$ cat src/rtl/pin_bank_pkg.sv
/*
  Constants for the eight-bit pin bank with comparator sharing:
  register offsets, reset values, field positions, comparator modes.
  Assumes a byte-wide register port with an eight-bit address.
*/
package pin_bank_pkg;

  // Register offsets on the plain register port
  localparam logic [7:0] ADDR_DATA  = 8'h05; // first_pin_bank_data
  localparam logic [7:0] ADDR_DIR   = 8'h85; // first_bank_direction
  localparam logic [7:0] ADDR_CMP   = 8'h1F; // comparator_control
  localparam logic [7:0] ADDR_VREF  = 8'h9F; // voltage_ref_control

  // Reset values
  localparam logic [7:0] RST_LATCH  = 8'h00; // Output latch
  localparam logic [7:0] RST_DIR    = 8'hFF; // All pins inputs
  localparam logic [7:0] RST_CMP    = 8'h00; // Comparators in reset mode
  localparam logic [7:0] RST_VREF   = 8'h00; // Reference off
  localparam logic [7:0] ZERO_BYTE  = 8'h00; // Empty read / cleared byte

  // Pin positions
  localparam int unsigned PIN_REF   = 2;     // ref_output_pin
  localparam int unsigned PIN_CMP1  = 3;     // comparator_one_out_pin
  localparam int unsigned PIN_OD    = 4;     // open_drain_pin
  localparam int unsigned PIN_IN5   = 5;     // input_only_pin
  localparam int unsigned PIN_OSC_L = 6;     // Lower oscillator pin
  localparam int unsigned PIN_OSC_H = 7;     // Upper oscillator pin

  // comparator_control field positions
  localparam int unsigned CMP_C2OUT = 7;     // Comparator 2 result (read only)
  localparam int unsigned CMP_C1OUT = 6;     // Comparator 1 result (read only)
  localparam int unsigned CMP_C2INV = 5;     // Invert comparator 2
  localparam int unsigned CMP_C1INV = 4;     // Invert comparator 1
  localparam int unsigned CMP_MODE_HI = 2;   // Mode field top bit
  localparam int unsigned CMP_WR_HI = 5;     // Highest writable bit

  // voltage_ref_control field positions
  localparam int unsigned VREF_EN   = 7;     // Reference enable
  localparam int unsigned VREF_OE   = 6;     // Reference drives pin 2
  localparam logic [7:0]  VREF_WMASK = 8'hEF; // Bit 4 not implemented

  // Comparator modes
  localparam logic [2:0] CM_RESET   = 3'h0;  // Inputs tied low
  localparam logic [2:0] CM_OUTPUTS = 3'h6;  // Results drive pins 3 and 4
  localparam logic [2:0] CM_OFF     = 3'h7;  // Comparators off, pins digital

  // Analog input masks per mode
  localparam logic [7:0] AN_ALL_LOW = 8'h0F; // low_analog_pins all analog
  localparam logic [7:0] AN_OUT_MODE = 8'h07; // Pins 0..2 analog
  localparam logic [7:0] AN_NONE    = 8'h00; // No analog pins

endpackage : pin_bank_pkg
$ cat src/rtl/pin_bank.sv
/*
  Eight-bit general-purpose pin bank whose pins are shared with
  comparator inputs and outputs, a reference output, a timer clock
  input, oscillator pins and the external reset input.
  Assumes a byte register port (read data one cycle after the strobe),
  on-chip comparator results synchronous to clk_in, and a board that
  resolves each pin from pin_out and pin_oe.
*/
// The address-and-strobe port and the address map were left to the implementer.
// Functional notes
// - Eight-bit output latch, one bit per pin
// - Direction one tristates, zero drives latch bit
// - Data read gives pins, write updates latch
// - Writes sample pins, modify bits, store latch
// - Comparator input pins read back as zero
// - Reset: all inputs, low pins analog, grounded
// - Oscillator-claimed pins ignore direction, read zero
// - Bit five never drives its pin
// - Bit four open drain, also timer clock
// - Direction still gates drivers on analog pins
// - Output mode drives comparator results when direction clear
// - Enabled peripheral takes the shared pin over
// - Mode seven turns comparators off, pins digital
// - Configuration selects bit five as reset input
`timescale 1ns/10ps
`default_nettype none

module pin_bank
  import pin_bank_pkg::*;
#(
  parameter int unsigned PIN_W = 8           // Pins in the bank
) (
  input  wire logic             clk_in,        // Core clock, 100 MHz
  input  wire logic             sys_rst_in,    // Async reset, high
  input  wire logic [7:0]       addr_in,       // Register address
  input  wire logic [7:0]       wdata_in,      // Write data
  input  wire logic [7:0]       wmask_in,      // Bits a data write modifies
  input  wire logic             wr_in,         // Write strobe
  input  wire logic             rd_in,         // Read strobe
  output logic      [7:0]       rdata_out,     // Read data, next cycle
  input  wire logic [PIN_W-1:0] pin_in,        // Pin levels
  output logic      [PIN_W-1:0] pin_out,       // Pin drive values
  output logic      [PIN_W-1:0] pin_oe_out,    // Pin drive enables
  input  wire logic             cmp1_res_in,   // Comparator 1 raw result
  input  wire logic             cmp2_res_in,   // Comparator 2 raw result
  input  wire logic [1:0]       osc_claim_in,  // Oscillator owns pins 6/7
  input  wire logic             reset_pin_select_in, // Bit five is reset
  output logic      [2:0]       cmp_mode_out,  // Mode to comparators
  output logic                  cmp_ground_out, // Tie comparator inputs low
  output logic      [PIN_W-1:0] analog_sel_out, // Pins used as analog inputs
  output logic                  vref_drive_out, // Reference onto pin 2
  output logic                  timer_zero_clock_in_out, // Timer clock
  output logic                  ext_reset_n_out // Reset from pin, low
);

  // Whole state of the block in one record
  typedef struct packed {
    logic [PIN_W-1:0] sync1;      // First synchroniser stage
    logic [PIN_W-1:0] sync2;      // Second synchroniser stage
    logic [PIN_W-1:0] latch;      // Output latch
    logic [PIN_W-1:0] dir;        // Direction, one is input
    logic [7:0]       cmp;        // Comparator control, writable part
    logic [7:0]       vref;       // Reference control
    logic [7:0]       rdata;      // Read data register
    logic [PIN_W-1:0] pout;       // Registered pin values
    logic [PIN_W-1:0] poe;        // Registered pin enables
    logic [PIN_W-1:0] an_sel;     // Registered analog selection
    logic             ground;     // Comparator inputs tied low
    logic             vref_drv;   // Reference pin drive
    logic             tclk;       // Timer clock copy
    logic             rst_n;      // Reset from pin
  } state_t;

  state_t st_r;                   // Current state
  state_t st_nxt;                 // Next state

  // Pins used as comparator inputs in a given mode
  function automatic logic [7:0] analog_mask(input logic [2:0] mode);
    logic [7:0] m;
    m = AN_ALL_LOW;
    case (mode)
      CM_OFF:     m = AN_NONE;      // All digital again
      CM_OUTPUTS: m = AN_OUT_MODE;  // Pins 3/4 become outputs
      default:    m = AN_ALL_LOW;   // Low four pins analog
    endcase
    return m;
  endfunction : analog_mask

  // Pin levels as software sees them on a data read
  function automatic logic [7:0] visible_pins(
    input logic [7:0] lvl,
    input logic [7:0] an,
    input logic [1:0] osc,
    input logic       rsel
  );
    logic [7:0] v;
    v = lvl & ~an;
    if (osc[0]) begin
      v[PIN_OSC_L] = 1'b0;
    end
    if (osc[1]) begin
      v[PIN_OSC_H] = 1'b0;
    end
    if (rsel) begin
      v[PIN_IN5] = 1'b0;                 // Reset pin, not data
    end
    return v;
  endfunction : visible_pins

  logic [2:0] mode;               // Current comparator mode
  logic [7:0] an_mask;            // Current analog pin mask
  logic [7:0] seen;               // Pins as read by software
  logic       c1;                 // Comparator 1 after inversion
  logic       c2;                 // Comparator 2 after inversion
  logic [7:0] cmp_rd;             // Comparator control read value
  logic [7:0] drv;                // Per-pin drive before overrides
  logic [7:0] en;                 // Per-pin enable before overrides

  // Next-state logic
  always_comb begin
    st_nxt  = st_r;
    mode    = st_r.cmp[CMP_MODE_HI:0];
    an_mask = analog_mask(mode);
    // Only synchronised levels are used, the raw pins are metastable
    seen    = visible_pins(st_r.sync2, an_mask,
                           osc_claim_in, reset_pin_select_in);
    c1      = cmp1_res_in ^ st_r.cmp[CMP_C1INV];
    c2      = cmp2_res_in ^ st_r.cmp[CMP_C2INV];
    cmp_rd  = st_r.cmp;
    cmp_rd[CMP_C1OUT] = c1;
    cmp_rd[CMP_C2OUT] = c2;

    // Pin synchroniser, two stages
    st_nxt.sync1 = pin_in;
    st_nxt.sync2 = st_r.sync1;

    // Register writes
    if (wr_in) begin
      case (addr_in)
        ADDR_DATA: begin
          // Untouched bits take the pin level, as on the real port
          st_nxt.latch = (seen & ~wmask_in)
                       | (wdata_in & wmask_in);
        end
        ADDR_DIR: begin
          st_nxt.dir = wdata_in;
        end
        ADDR_CMP: begin
          // Result bits are read only
          st_nxt.cmp[CMP_WR_HI:0] = wdata_in[CMP_WR_HI:0];
        end
        ADDR_VREF: begin
          st_nxt.vref = wdata_in & VREF_WMASK;
        end
        default: begin
          st_nxt.rdata = st_r.rdata; // Unmapped write ignored
        end
      endcase
    end

    // Register reads, data valid in the next cycle only
    st_nxt.rdata = ZERO_BYTE;
    if (rd_in) begin
      case (addr_in)
        ADDR_DATA: st_nxt.rdata = seen;
        ADDR_DIR:  st_nxt.rdata = st_r.dir;
        ADDR_CMP:  st_nxt.rdata = cmp_rd;
        ADDR_VREF: st_nxt.rdata = st_r.vref;
        default:   st_nxt.rdata = ZERO_BYTE;         // Unmapped reads zero
      endcase
    end

    // Plain port drive: latch when direction is zero
    drv = st_r.latch;
    en  = ~st_r.dir;

    // Comparator output mode takes pins 3 and 4
    if (mode == CM_OUTPUTS) begin
      drv[PIN_CMP1] = c1;
      drv[PIN_OD]   = c2;
    end

    // Open drain: only ever pulls low
    en[PIN_OD]  = ~st_r.dir[PIN_OD] & ~drv[PIN_OD];
    drv[PIN_OD] = 1'b0;

    // Input-only pin has no driver at all
    en[PIN_IN5]  = 1'b0;
    drv[PIN_IN5] = 1'b0;

    // Oscillator owns the top pins, direction ignored
    if (osc_claim_in[0]) begin
      en[PIN_OSC_L]  = 1'b0;
      drv[PIN_OSC_L] = 1'b0;
    end
    if (osc_claim_in[1]) begin
      en[PIN_OSC_H]  = 1'b0;
      drv[PIN_OSC_H] = 1'b0;
    end

    // Reference output: analog driver, digital one kept off
    // Software is expected to leave pin 2 an input here anyway
    st_nxt.vref_drv = st_r.vref[VREF_EN] & st_r.vref[VREF_OE];
    if (st_nxt.vref_drv) begin
      en[PIN_REF] = 1'b0;
    end

    st_nxt.pout   = drv;
    st_nxt.poe    = en;
    // Mask and ground follow the next mode, so they change in the
    // same cycle as the mode output instead of one cycle behind it
    st_nxt.an_sel = analog_mask(st_nxt.cmp[CMP_MODE_HI:0]);
    // Reset mode grounds inputs to save current
    st_nxt.ground = (st_nxt.cmp[CMP_MODE_HI:0] == CM_RESET);

    // Timer clock is the synchronised open-drain pin
    st_nxt.tclk  = st_r.sync2[PIN_OD];
    // Bit five as external reset when configured
    st_nxt.rst_n = reset_pin_select_in ? st_r.sync2[PIN_IN5] : 1'b1;
  end

  // State register, reset puts the bank in its safe state
  always_ff @(posedge clk_in or posedge sys_rst_in) begin
    if (sys_rst_in) begin
      st_r.sync1    <= '0;
      st_r.sync2    <= '0;
      st_r.latch    <= RST_LATCH;
      st_r.dir      <= RST_DIR;
      st_r.cmp      <= RST_CMP;
      st_r.vref     <= RST_VREF;
      st_r.rdata    <= ZERO_BYTE;
      st_r.pout     <= '0;
      st_r.poe      <= '0;
      st_r.an_sel   <= AN_ALL_LOW;
      st_r.ground   <= 1'b1;
      st_r.vref_drv <= 1'b0;
      st_r.tclk     <= 1'b0;
      st_r.rst_n    <= 1'b1;
    end else begin
      st_r <= st_nxt;
    end
  end

  // Outputs straight from the state record
  assign rdata_out               = st_r.rdata;
  assign pin_out                 = st_r.pout;
  assign pin_oe_out              = st_r.poe;
  assign cmp_mode_out            = st_r.cmp[CMP_MODE_HI:0];
  assign cmp_ground_out          = st_r.ground;
  assign analog_sel_out          = st_r.an_sel;
  assign vref_drive_out          = st_r.vref_drv;
  assign timer_zero_clock_in_out = st_r.tclk;
  assign ext_reset_n_out         = st_r.rst_n;

endmodule : pin_bank

`default_nettype wire

$ cat config.mk
export PLATFORM = sky130hd
export DESIGN_NAME = pin_bank
export DESIGN_NICKNAME = d
export VERILOG_FILES = /design/src/rtl/pin_bank_pkg.sv /design/src/rtl/pin_bank.sv
export SDC_FILE = /design/constraint.sdc
export NUM_CORES = 1
export LEC_CHECK = 0
export BUFFER_PORTS_ARGS = -buffer_cell sky130_fd_sc_hd__buf_2
export CAP_MARGIN = 5
export CORE_ASPECT_RATIO = 0.8
export CORE_UTILIZATION = 50
export CTS_CLUSTER_SIZE = 16
export DETAILED_ROUTE_END_ITERATION = 8
export MAX_ROUTING_LAYER = met4
export PLACE_DENSITY = 0.76
export REMOVE_ABC_BUFFERS = 1
export SLEW_MARGIN = 10
export SYNTH_ARGS = -nofsm -noshare
export SYNTH_HDL_FRONTEND = slang
export SYNTH_SLANG_ARGS = --single-unit
$ cat constraint.sdc
create_clock -name clk_in -period 1.95 [get_ports clk_in]
set_input_delay 0 -clock clk_in [delete_from_list [all_inputs] [get_ports clk_in]]
set_output_delay 0 -clock clk_in [all_outputs]
set_load 0.005 [all_outputs]
== Yosys cells after proc, flatten, opt, wreduce, memory -nomap -nowiden ==
Cells that the tools add are included.

* Output and inout bits: 39
* Input port bits: 41
* Flip-flop bits (word level): 78
* Word-level logic and storage cells: 58

* Muxes and demuxes: 17
* Equal/unequal tests: 8
* Reductions and logical operators: 5
* Bitwise operators: 13

{| class="wikitable"
|+ Operator list
! operator !! count
|-
| $pmux W8 S4 || 1
|-
| $and A8 B8 Y8 || 3
|-
| $not A8 Y8 || 3
|-
| $mux W19 || 1
|-
| $eq A8 B8 Y1 const B || 2
|-
| $mux W8 || 2
|-
| $pmux W4 S2 || 2
|-
| $eq A3 B3 Y1 const B || 4
|-
| $mux W1 || 9
|-
| $eq A8 B3 Y1 const B || 1
|-
| $eq A8 B5 Y1 const B || 1
|-
| $or A8 B8 Y8 || 1
|-
| $reduce_and A2 Y1 || 4
|-
| $logic_not A3 Y1 || 1
|-
| $mux W3 || 1
|-
| $and A1 B1 Y1 || 2
|-
| $mux W2 || 1
|-
| $not A1 Y1 || 2
|-
| $xor A1 B1 Y1 || 2
|}

== Longest topological paths before layout ==
Gate-level depths: netlist of run 1.

* Depth after elaboration: 7
* Gate-level depth with buffers: 6

== Worst setup path after synthesis of run 1 ==
OpenSTA, ideal clock, no wires.

* Path type: register to register
* Start point: reg st_r (netlist bit cmp_mode_out[2])
* End point: reg st_r (netlist bit rdata_out[3])
* Slack: 0.756 ns
* Buffers on the path: 1
* Arrival time: 1.053 ns
* Library setup time: 0.140 ns
* Stages on the path, launching flop included: 5
* Cell sequence: dfrtp_1 > clkbuf_1 > and3_1 > a221oi_1 > a211oi_1

{| class="wikitable"
|+ RTL lines
! what !! line !! source
|-
| from (decl) || pin_bank.sv:74 || <nowiki>state_t st_r;</nowiki>
|-
| from (signal assigned) || pin_bank.sv:240 || <nowiki>st_r <= st_nxt;</nowiki>
|}

==> metrics.txt, run 1 <==
status finished, final reports clean; Critical-path top delay cell dlygate4sd3_1; post-route setup TNS 0 ns; sequential area share after synthesis 0.584; r2r startpoint cmp_mode_out[1]$_DFF_PP0_; WP data arrival 1.86 ns; Crit path max-delay family buffers and inverters; Post-synth ARST share 1.00; post-CTS setup buffer count 0; ANT cells 0; initial antenna violation count 0; vias in the first global route 1958; Max Cap Violations 0; clock skew 0.00364 ns; Tmin final 1.58 ns; CP Depth 4; Sw Ratio 0.225; Avg Cell Area, Syn 12.6 µm²; fin cells 409; total wire length 6140 µm; Core Area 0.00591 mm²; Final ANT Viol Nets 0; CP bufs+invs 1; crit-path max cell delay 0.60 ns; number of synthesized flops with an enable pin 0; sequential share of power 0.553; P_int 0.00221 W; layout cells sized above 1 0.393; die width 89.6 µm; logic gate share of total power 0.091; period utilisation layout 0.810; row count 25; DP Cell Count 366; power per cell area 762 mW/mm²; DP HPWL 4100 µm; global placement routability congestion 0.800; Synth Cell Area 0.00307 mm²; critical path class reg2reg; slew of the pin with the lowest slew margin 0.612 ns; die area 0.00646 mm²; P_sw 0.000644 W; Critical Path Start Type flip-flop; #FFs+latches synth 71; Placed Instance Area 0.00331 mm²; Area growth syn-to-layout 22.0%; total grt overflow 0; Synth top area share 0.481; Worst Setup SP cmp_mode_out[1]$_DFF_PP0_; Area contributors post-synth dfrtp_1 48%, dfstp_2 10%, buf_4 8.8%; Clock transition at path regs 0.07 ns; Slew HR 0.587; endpoints failing hold 0; Synth Flop Type dfrtp_1; Yosys warnings 0; worst vdd ir 587 µV; routed len/inst 15.0 µm; Num CTS Buffers 9; PortBufs 71; Clock Sinks 71; Post-Synthesis Cells 244; type of destination of the critical path flip-flop; Final Instance Area 0.00375 mm²; Slew Viols, Final 0; # setup viols final 0; Clock power frac 0.356; crit-path cells nor3_1 -> nand2_1 -> o41ai_1 -> dlygate4sd3_1; Leak 1.78 nW; RR Endpoint cmp_ground_out$_DFF_PP1_; RSZ-0062 raised after global routing no; Layout Nets 364; # IOs 80; Clock Latency Late Sink 0.34 ns; first-pass GRT wire length 9590 µm; Critical Path RT 2.23 ns; worst reg2reg setup slack 0.37 ns; H-tree depth 3; Initial Utilization 0.519; DRC Markers 0; path depth of the worst reg2reg path 4; biggest area consumer among synthesized cells dfrtp_1; CP max FO 12; CTS tree yes; clk root buf clkbuf_8; Max Fclk 633 MHz; crit path to cmp_ground_out$_DFF_PP1_; post-layout util 0.634; Via Count 2048; Hold Path Class in2reg; Cell variety after synth 43; largest net degree at the start of global routing 33; CTS max path bufs 2; CTS resizes 0; Die Y 72.1 µm; initial drt markers 65; All-Layer GR Usage 0.216; via/cell ratio 5.01; drt pass-1 iters 4
-- synthesized netlist by cell type, drive strengths merged, types with 2 or more instances --
library cell and count:
a22o 2, clkbuf 3, dfrtp 59, a22oi 7, nand3 4, nand3b 2
nor3 2, mux2 22, nor2 13, mux2i 3, a221oi 3, o21ai 12
o2bb2ai 2, xnor2 2, and2 3, nor2b 5, nand4 2, dfstp 12
inv 4, and4b 2, nand2b 4, a211oi 4, a21oi 4, nand2 14
and3 3, buf 42
-- worst reg2reg max path: stages (launching register included) --
cell and delay [ns]:
dfrtp_1 0.52, nor3_1 0.23, nand2_1 0.09, o41ai_1 0.08, dlygate4sd3_1 0.60
-- kinds of logic (layout without fill, tap and decap cells) --
group / Yosys count / after routing / synth area share
flip-flops: 71 / 71 / 0.584
AND/OR/NAND/NOR: 57 / 57 / 0.104
buffers and inverters: 49 / 127 / 0.110
AO/OA/AOI/OAI: 39 / 39 / 0.0864
multiplexers: 25 / 25 / 0.109
XOR/XNOR: 2 / 2 / 0.00571
other: 1 / 7 / 0.00122
-- final cells by class --
| type | count | area, µm² |
|---|---|---|
| fillers | 470 | 2160 |
| flip-flops and latches | 71 | 1790 |
| multi-input cells | 130 | 962 |
| repair buffers | 107 | 706 |
| clock buffers | 15 | 166 |
| well taps | 81 | 101 |
| inverters | 4 | 15.0 |
| clock inverters | 1 | 5.00 |
-- flip-flops by register name, indices dropped and copies added, names as in the netlist --
register and count:
cmp_mode_out 3, analog_sel_out 2, pin_oe_out 7, vref_drive_out 1
st_r 26, ext_reset_n_out 1, cmp_rd 3, timer_zero_clock_in_out 1
rdata_out 8, st_nxt 9, cmp_ground_out 1, pin_out 6
drv 3
-- metrics by stage --
step / worst slack [ns] / power [W] / hold WS (ns)
finish: 0.371 / 0.00285 / 0.0126
global route: 0.265 / 0.00299 / 0.0258
CTS: 0.422 / 0.00289 / 0.00461
detailed placement: 0.405 / 0.00182 / 0.0680
global placement: 0.440 / 0.00181 / 0.0720
floorplan: 0.173 / 0.00170 / 0.0314
-- layer usage --
layer	global-route usage	part of all wire	up-vias
met4	0.0476	0.0037	0
met1	0.286	0.46	1011
met3	0.0785	0.061	4
li1	-	-	960
met5	-	0	-
met2	0.319	0.47	73
-- power by group through the flow --
stage / registers, W / clock network [W] / logic, W
floorplan: 0.00159 / 0 / 0.000102
global placement: 0.00160 / 0 / 0.000210
detailed placement: 0.00160 / 0 / 0.000216
CTS: 0.00158 / 0.00105 / 0.000260
global route: 0.00158 / 0.00111 / 0.000290
finish: 0.00158 / 0.00102 / 0.000260
-- layout by cell type, fill, tap and decap left out, types with 5 or more instances in the layout --
master / synthesis / routed
buf_2: 4 / 71
dfrtp_1: 59 / 59
dlygate4sd3_1: 0 / 27
mux2_4: 15 / 15
nand2_1: 14 / 14
nor2_1: 13 / 13
dfstp_2: 12 / 12
clkbuf_8: 0 / 11
o21ai_0: 8 / 8
buf_4: 36 / 8
a22oi_1: 7 / 7
conb_1: 1 / 7
nor2b_1: 5 / 5
-- worst min path at each step --
| stage | from | end | slack, ns | cells past startpoint |
|---|---|---|---|---|
| 2_1_floorplan | pin_in[0] | st_nxt[68]$_DFF_PP0_ | 0.03 | 0 |
| 3_3_place_gp | sys_rst_in | st_nxt[72]$_DFF_PP0_ | 0.07 | 2 |
| 3_5_place_dp | sys_rst_in | st_nxt[72]$_DFF_PP0_ | 0.07 | 2 |
| 4_1_cts | wmask_in[1] | drv[1]$_DFFE_PP0P_ | 0.005 | 4 |
| 5_1_grt | wdata_in[1] | cmp_mode_out[1]$_DFF_PP0_ | 0.03 | 2 |
| 6_report | wmask_in[1] | drv[1]$_DFFE_PP0P_ | 0.01 | 4 |
-- timing repair --
item                       in CTS  in global routing
setup endpoints to repair       0                  0
hold endpoints to repair       58                  0
hold buffers                   27                  0
Power figures use the tool's default switching activity.
==> run 2: changes to the inputs <==
CORE_UTILIZATION = 47   (was 50)
PLACE_DENSITY = 0.75   (was 0.76)
clock period = 1.26 ns   (was 1.95 ns; I/O delays follow)
==> metrics.txt, run 2 (synthesized netlist as in run 1, its figures left out) <==
clk root buf clkbuf_8 (unchanged); largest net degree at the start of global routing 30 (was 33); via/cell ratio 4.90 (was 5.01); die area 0.00686 mm² (was 0.00646 mm²); commonest non-fill, non-tap cell in the layout buf_2 (unchanged); area of the multi-input gates 970 µm² (was 962 µm²); power per cell area 1150 mW/mm² (was 762 mW/mm²); Final ANT Viol Nets 0 (unchanged); Placement Setup Slack -0.0740 ns (was 0.405 ns); status finished, final reports clean (unchanged); P_sw 0.00102 W (was 0.000644 W); Die Y 74.3 µm (was 72.1 µm); global placement routability congestion 0.806 (was 0.800); Hold Path Class in2reg (unchanged); Tot Pwr 0.00445 W (was 0.00285 W); # setup viols final 0 (unchanged); Leak 1.87 nW (was 1.78 nW); initial antenna violation count 0 (unchanged); logic gate share of total power 0.096 (was 0.091); Clock Sinks 71 (unchanged); # IOs 80 (unchanged); Initial Utilization 0.503 (was 0.519); RSZ-0062 raised after global routing no (unchanged); ANT cells 0 (unchanged); Critical Path RT 1.47 ns (was 2.23 ns); DP Cell Count 378 (was 366); Max Cap Violations 0 (unchanged); first-pass GRT wire length 9780 µm (was 9590 µm); CP max FO 7 (was 12); period utilisation layout 0.965 (was 0.810); Max Fclk 823 MHz (was 633 MHz); type of destination of the critical path flip-flop (unchanged); P_int 0.00343 W (was 0.00221 W); most frequent cells in the layout 71 x buf_2, 56 x dfrtp_1, 27 x dlygate4sd3_1, 21 x buf_4, 15 x mux2_4 (was 71 x buf_2, 59 x dfrtp_1, 27 x dlygate4sd3_1, 15 x mux2_4, 14 x nand2_1); DRC Markers 0 (unchanged); Sw Ratio 0.229 (was 0.225); FILL cells 494 (was 470); Slew Viols, Final 0 (unchanged); Largest register FFs 26 (unchanged); routed len/inst 14.6 µm (was 15.0 µm); endpoints failing hold 0 (unchanged); Tmin final 1.22 ns (was 1.58 ns); clock skew 0.00560 ns (was 0.00364 ns); H-tree depth 3 (unchanged); drt pass-1 iters 4 (unchanged); final worst slack 0.0443 ns (was 0.371 ns); CTS tree yes (unchanged); PortBufs 71 (unchanged); worst vdd ir 907 µV (was 587 µV); die width 92.4 µm (was 89.6 µm); total wire length 6170 µm (was 6140 µm); DP HPWL 4370 µm (was 4100 µm); total grt overflow 0 (unchanged); Clock power frac 0.355 (was 0.356); FF+latch area 0.00180 mm² (was 0.00179 mm²); Clock Latency Late Sink 0.34 ns (about the same); Critical Path Start Type flip-flop (unchanged); Core Area 0.00610 mm² (was 0.00591 mm²); layout cells sized above 1 0.439 (was 0.393); row count 25 (unchanged); Num CTS Buffers 9 (unchanged); Clock transition at path regs 0.07 ns (about the same); Area growth syn-to-layout 26.4% (was 22.0%); vias in the first global route 2059 (was 1958); fin cells 423 (was 409); Final Instance Area 0.00388 mm² (was 0.00375 mm²); initial drt markers 117 (was 65); WP data arrival 1.43 ns (was 1.86 ns); largest register by flop count st_r (unchanged); CTS max path bufs 2 (unchanged); Via Count 2072 (was 2048); post-layout util 0.636 (was 0.634); sequential share of power 0.548 (was 0.553); Layout Nets 378 (was 364); Placed Instance Area 0.00341 mm² (was 0.00331 mm²); All-Layer GR Usage 0.201 (was 0.216); critical path class reg2reg (unchanged)
## run 2: cell count changes in the layout (fill, tap and decap cells not counted), sizes merged
| cell | before | now |
|---|---|---|
| clkbuf | 15 | 12 |
| clkinv | 1 | 4 |
| buf | 80 | 94 |
## run 2: power groups by stage
stage	Combinational, W	Clock [W]	Sequential [W]
CTS	0.000424	0.00165	0.00244
detailed placement	0.000359	0	0.00248
global route	0.000473	0.00172	0.00245
global placement	0.000352	0	0.00248
finish	0.000429	0.00158	0.00244
floorplan	0.000157	0	0.00247
## run 2: final timing paths
path / startpoint / endpoint / slack [ns] / depth (start not counted)
setup / recovery: cmp_mode_out[1]$_DFF_PP0_ / rdata_out[2]$_DFF_PP0_ / 0.04 / 3
hold / removal: wmask_in[1] / drv[1]$_DFFE_PP0P_ / 0.04 / 4
max in group asynchronous: sys_rst_in / st_r[52]$_DFFE_PP1P_ / 0.47 / 4
min in group asynchronous: sys_rst_in / pin_out[1]$_DFF_PP0_ / 0.21 / 3
hold reg to reg: st_nxt[68]$_DFF_PP0_ / st_r[68]$_DFF_PP0_ / 0.35 / 0
setup reg to reg: cmp_mode_out[1]$_DFF_PP0_ / rdata_out[2]$_DFF_PP0_ / 0.04 / 3
## run 2: area by class of cell
type,instances,share of cell area
clock inverters,4,0.00516
flip-flops and latches,71,0.463
clock buffers,12,0.0400
well taps,81,0.0261
multi-input cells,130,0.250
repair buffers,121,0.212
inverters,4,0.00387
## run 2: routing by layer
metal,share of wire,global-route usage,vias to the layer above
li1,-,-,986
met1,0.45,0.259,998
met2,0.47,0.293,79
met3,0.069,0.0736,9
met4,0.014,0.0729,0
met5,0,-,-
## run 2: per-stage QoR
step | hold slack [ns] | TNS, ns
finish | 0.0353 | 0
CTS | 0.0231 | 0
global placement | 0.0323 | -0.218
global route | 0.0385 | 0
detailed placement | 0.0424 | -0.559
floorplan | 0.0314 | -34.86
## run 2: worst max-delay path: stages (launching register included)
cell and delay (ns):
dfrtp_2 0.47, and4_1 0.23, a221oi_1 0.29, a211oi_1 0.10
## run 2: repair_timing
item                       in CTS  in global routing
pin swaps                       0                  0
hold buffers                   27                  0
hold endpoints to repair       60                  0
resized for setup               2                  2
buffers inserted                0                  2
setup endpoints to repair       1                  2
==> run 3: changes to the inputs <==
ABC_AREA = 1   (was not set)
==> metrics.txt, run 3 <==
Synth Flop Type dfrtp_1 (unchanged); Clock transition at path regs 0.07 ns (about the same); global placement routability congestion 0.875 (was 0.806); worst vdd ir 690 µV (was 907 µV); All-Layer GR Usage 0.211 (was 0.201); Area growth syn-to-layout 23.6% (was 26.4%); die area 0.00696 mm² (was 0.00686 mm²); commonest non-fill, non-tap cell in the layout buf_2 (unchanged); Avg Cell Area, Syn 9.35 µm² (was 12.6 µm²); Clock Latency Late Sink 0.34 ns (about the same); Hold Path Class in2reg (unchanged); total grt overflow 0 (unchanged); type of destination of the critical path flip-flop (unchanged); Leak 2.00 nW (was 1.87 nW); initial antenna violation count 0 (unchanged); Via Count 2328 (was 2072); cell with the most instances after synthesis nand2_1 (was dfrtp_1); Area contributors post-synth dfrtp_1 47%, dfstp_2 10%, buf_4 8.7% (was dfrtp_1 48%, dfstp_2 10%, buf_4 8.8%); Layout Nets 458 (was 378); first-pass GRT wire length 10400 µm (was 9780 µm); Compound-Gate Fraction of Synth Area 0.0727 (was 0.0864); Critical Path Start Type flip-flop (unchanged); clock skew 0.00457 ns (was 0.00560 ns); CP max FO 6 (was 7); Yosys warnings 0 (unchanged); via/cell ratio 4.60 (was 4.90); Synth top area share 0.474 (was 0.481); post-CTS setup buffer count 0 (unchanged); die width 93.0 µm (was 92.4 µm); biggest area consumer among synthesized cells dfrtp_1 (unchanged); period utilisation layout 0.870 (was 0.965); largest family of logic cells by synthesized area simple AND/OR/NAND/NOR gates (was buffers and inverters); most frequent cells in the layout 71 x buf_2, 63 x nand2_1, 59 x dfrtp_1, 37 x inv_1, 33 x nor2_1 (was 71 x buf_2, 56 x dfrtp_1, 27 x dlygate4sd3_1, 21 x buf_4, 15 x mux2_4); sequential area share after synthesis 0.575 (was 0.584); Largest register FFs 26 (unchanged); Post-Synth XOR/XNOR Area 0.00281 (was 0.00570); vias in the first global route 2236 (was 2059); Post-synth ARST share 1.00 (unchanged); mux contribution to synthesized area 0 (was 0.109); #FFs+latches synth 71 (unchanged); Final Instance Area 0.00385 mm² (was 0.00388 mm²); Core Area 0.00641 mm² (was 0.00610 mm²); simple-gate share of the synthesized area 0.204 (was 0.104); drt pass-1 iters 4 (unchanged); Cell variety after synth 26 (was 43); RSZ-0062 raised after global routing no (unchanged); Slew Viols, Final 0 (unchanged); largest register by flop count st_r (unchanged); Max Cap Violations 0 (unchanged); Synth Cell Area 0.00311 mm² (was 0.00307 mm²); # IOs 80 (unchanged); PortBufs 71 (unchanged); Post-Synthesis Cells 333 (was 244); endpoints failing hold 0 (unchanged); post-layout util 0.601 (was 0.636); Placed Instance Area 0.00337 mm² (was 0.00341 mm²); initial drt markers 122 (was 117); number of synthesized flops with an enable pin 0 (unchanged); Post-Synth Adder-Cell Area 0 (unchanged); DP HPWL 4560 µm (was 4370 µm); most instantiated cells after synthesis 63 x nand2_1, 59 x dfrtp_1, 38 x inv_1 (was 59 x dfrtp_1, 36 x buf_4, 15 x mux2_4); DRC Markers 0 (unchanged); critical path class reg2reg (unchanged); clk root buf clkbuf_8 (unchanged); WP data arrival 1.35 ns (was 1.43 ns); Clock Sinks 71 (unchanged); largest net degree at the start of global routing 41 (was 30); Tmin final 1.10 ns (was 1.22 ns); status finished, final reports clean (unchanged); H-tree depth 3 (unchanged); Die Y 74.8 µm (was 74.3 µm); ANT cells 0 (unchanged); total wire length 6410 µm (was 6170 µm); Max Fclk 912 MHz (was 823 MHz); Initial Utilization 0.486 (was 0.503); CTS tree yes (unchanged); CTS max path bufs 2 (unchanged); power per cell area 1220 mW/mm² (was 1150 mW/mm²); routed len/inst 12.7 µm (was 14.6 µm); # setup viols final 0 (unchanged); hold slack 0.0435 ns (was 0.0353 ns); layout cells sized above 1 0.294 (was 0.439); Num CTS Buffers 9 (unchanged); Critical Path RT 1.52 ns (was 1.47 ns); Final ANT Viol Nets 0 (unchanged); row count 26 (was 25)
-- run 3: changes by cell type in the layout (fill, tap and decap cells not counted), moves of 5 or more --
cell     delta
inv_1      +34
nand3_1    +19
nor2_4      +5
nand2_1    +49
nor2b_1     -5
nor2_1     +20
o21a_1      +5
buf_4      -14
mux2_4     -15
a22oi_1     -7
o21ai_0    +15
-- run 3: worst paths after layout --
path                                      startpoint  cells after the start                         to  slack [ns]
min                                      cmp1_res_in                      3       pin_out[3]$_DFF_PP0_        0.04
min in group asynchronous                 sys_rst_in                      3      cmp_rd[5]$_DFFE_PP0P_        0.18
min reg2reg                     st_nxt[73]$_DFF_PP0_                      0         st_r[73]$_DFF_PP0_        0.35
max reg2reg                cmp_mode_out[2]$_DFF_PP0_                      4         drv[1]$_DFFE_PP0P_        0.16
max                        cmp_mode_out[2]$_DFF_PP0_                      4         drv[1]$_DFFE_PP0P_        0.16
max in group asynchronous                 sys_rst_in                      4  ext_reset_n_out$_DFF_PP1_        0.47
-- run 3: power breakdown --
group | internal (W) | total (W) | switching, W
clock network | 0.00102 | 0.00182 | 0.000799
registers | 0.00241 | 0.00246 | 0.0000488
logic | 0.000199 | 0.000426 | 0.000228
-- run 3: repair_timing --
action                                  4_1_cts  5_1_grt
hold buffers                                 27        0
endpoints found under the setup margin        0        2
hold endpoints to repair                    104        0
resized for setup                             0        1
-- run 3: critical path: stages, from the launching register on --
cell	delay (ns)
dfrtp_1	0.44
nand3_2	0.17
nor3_1	0.16
a21oi_1	0.08
o21ai_1	0.16
-- run 3: layer usage --
| layer | share of wire | wire length (µm) | vias to the layer above | track usage |
|---|---|---|---|---|
| li1 | - | - | 1169 | - |
| met1 | 0.46 | 2930 | 1068 | 0.266 |
| met2 | 0.45 | 2900 | 81 | 0.316 |
| met3 | 0.077 | 492 | 10 | 0.0747 |
| met4 | 0.014 | 87 | 0 | 0.0803 |
| met5 | 0 | 0 | - | - |
-- run 3: final cells by class --
type | count | area [µm²]
clock buffers | 13 | 159
clock inverters | 3 | 42.5
fillers | 559 | 2560
inverters | 40 | 151
multi-input cells | 189 | 901
flip-flops and latches | 71 | 1790
well taps | 84 | 105
repair buffers | 106 | 698
-- run 3: cells by family (layout without fill, tap and decap cells) --
group | Yosys count | count (layout)
AO/OA/AOI/OAI | 42 | 42
XOR/XNOR | 1 | 1
buffers and inverters | 79 | 162
flip-flops | 71 | 71
other | 1 | 7
AND/OR/NAND/NOR | 139 | 139
-- run 3: through the flow --
stage / worst slack, ns / TNS, ns / total power [W] / cells
floorplan: -0.517 / -31.49 / 0.00267 / 300
global placement: 0.0935 / 0 / 0.00285 / 463
detailed placement: 0.0464 / 0 / 0.00286 / 463
CTS: 0.0802 / 0 / 0.00476 / 506
global route: 0.0531 / 0 / 0.00491 / 506
finish: 0.163 / 0 / 0.00470 / 506
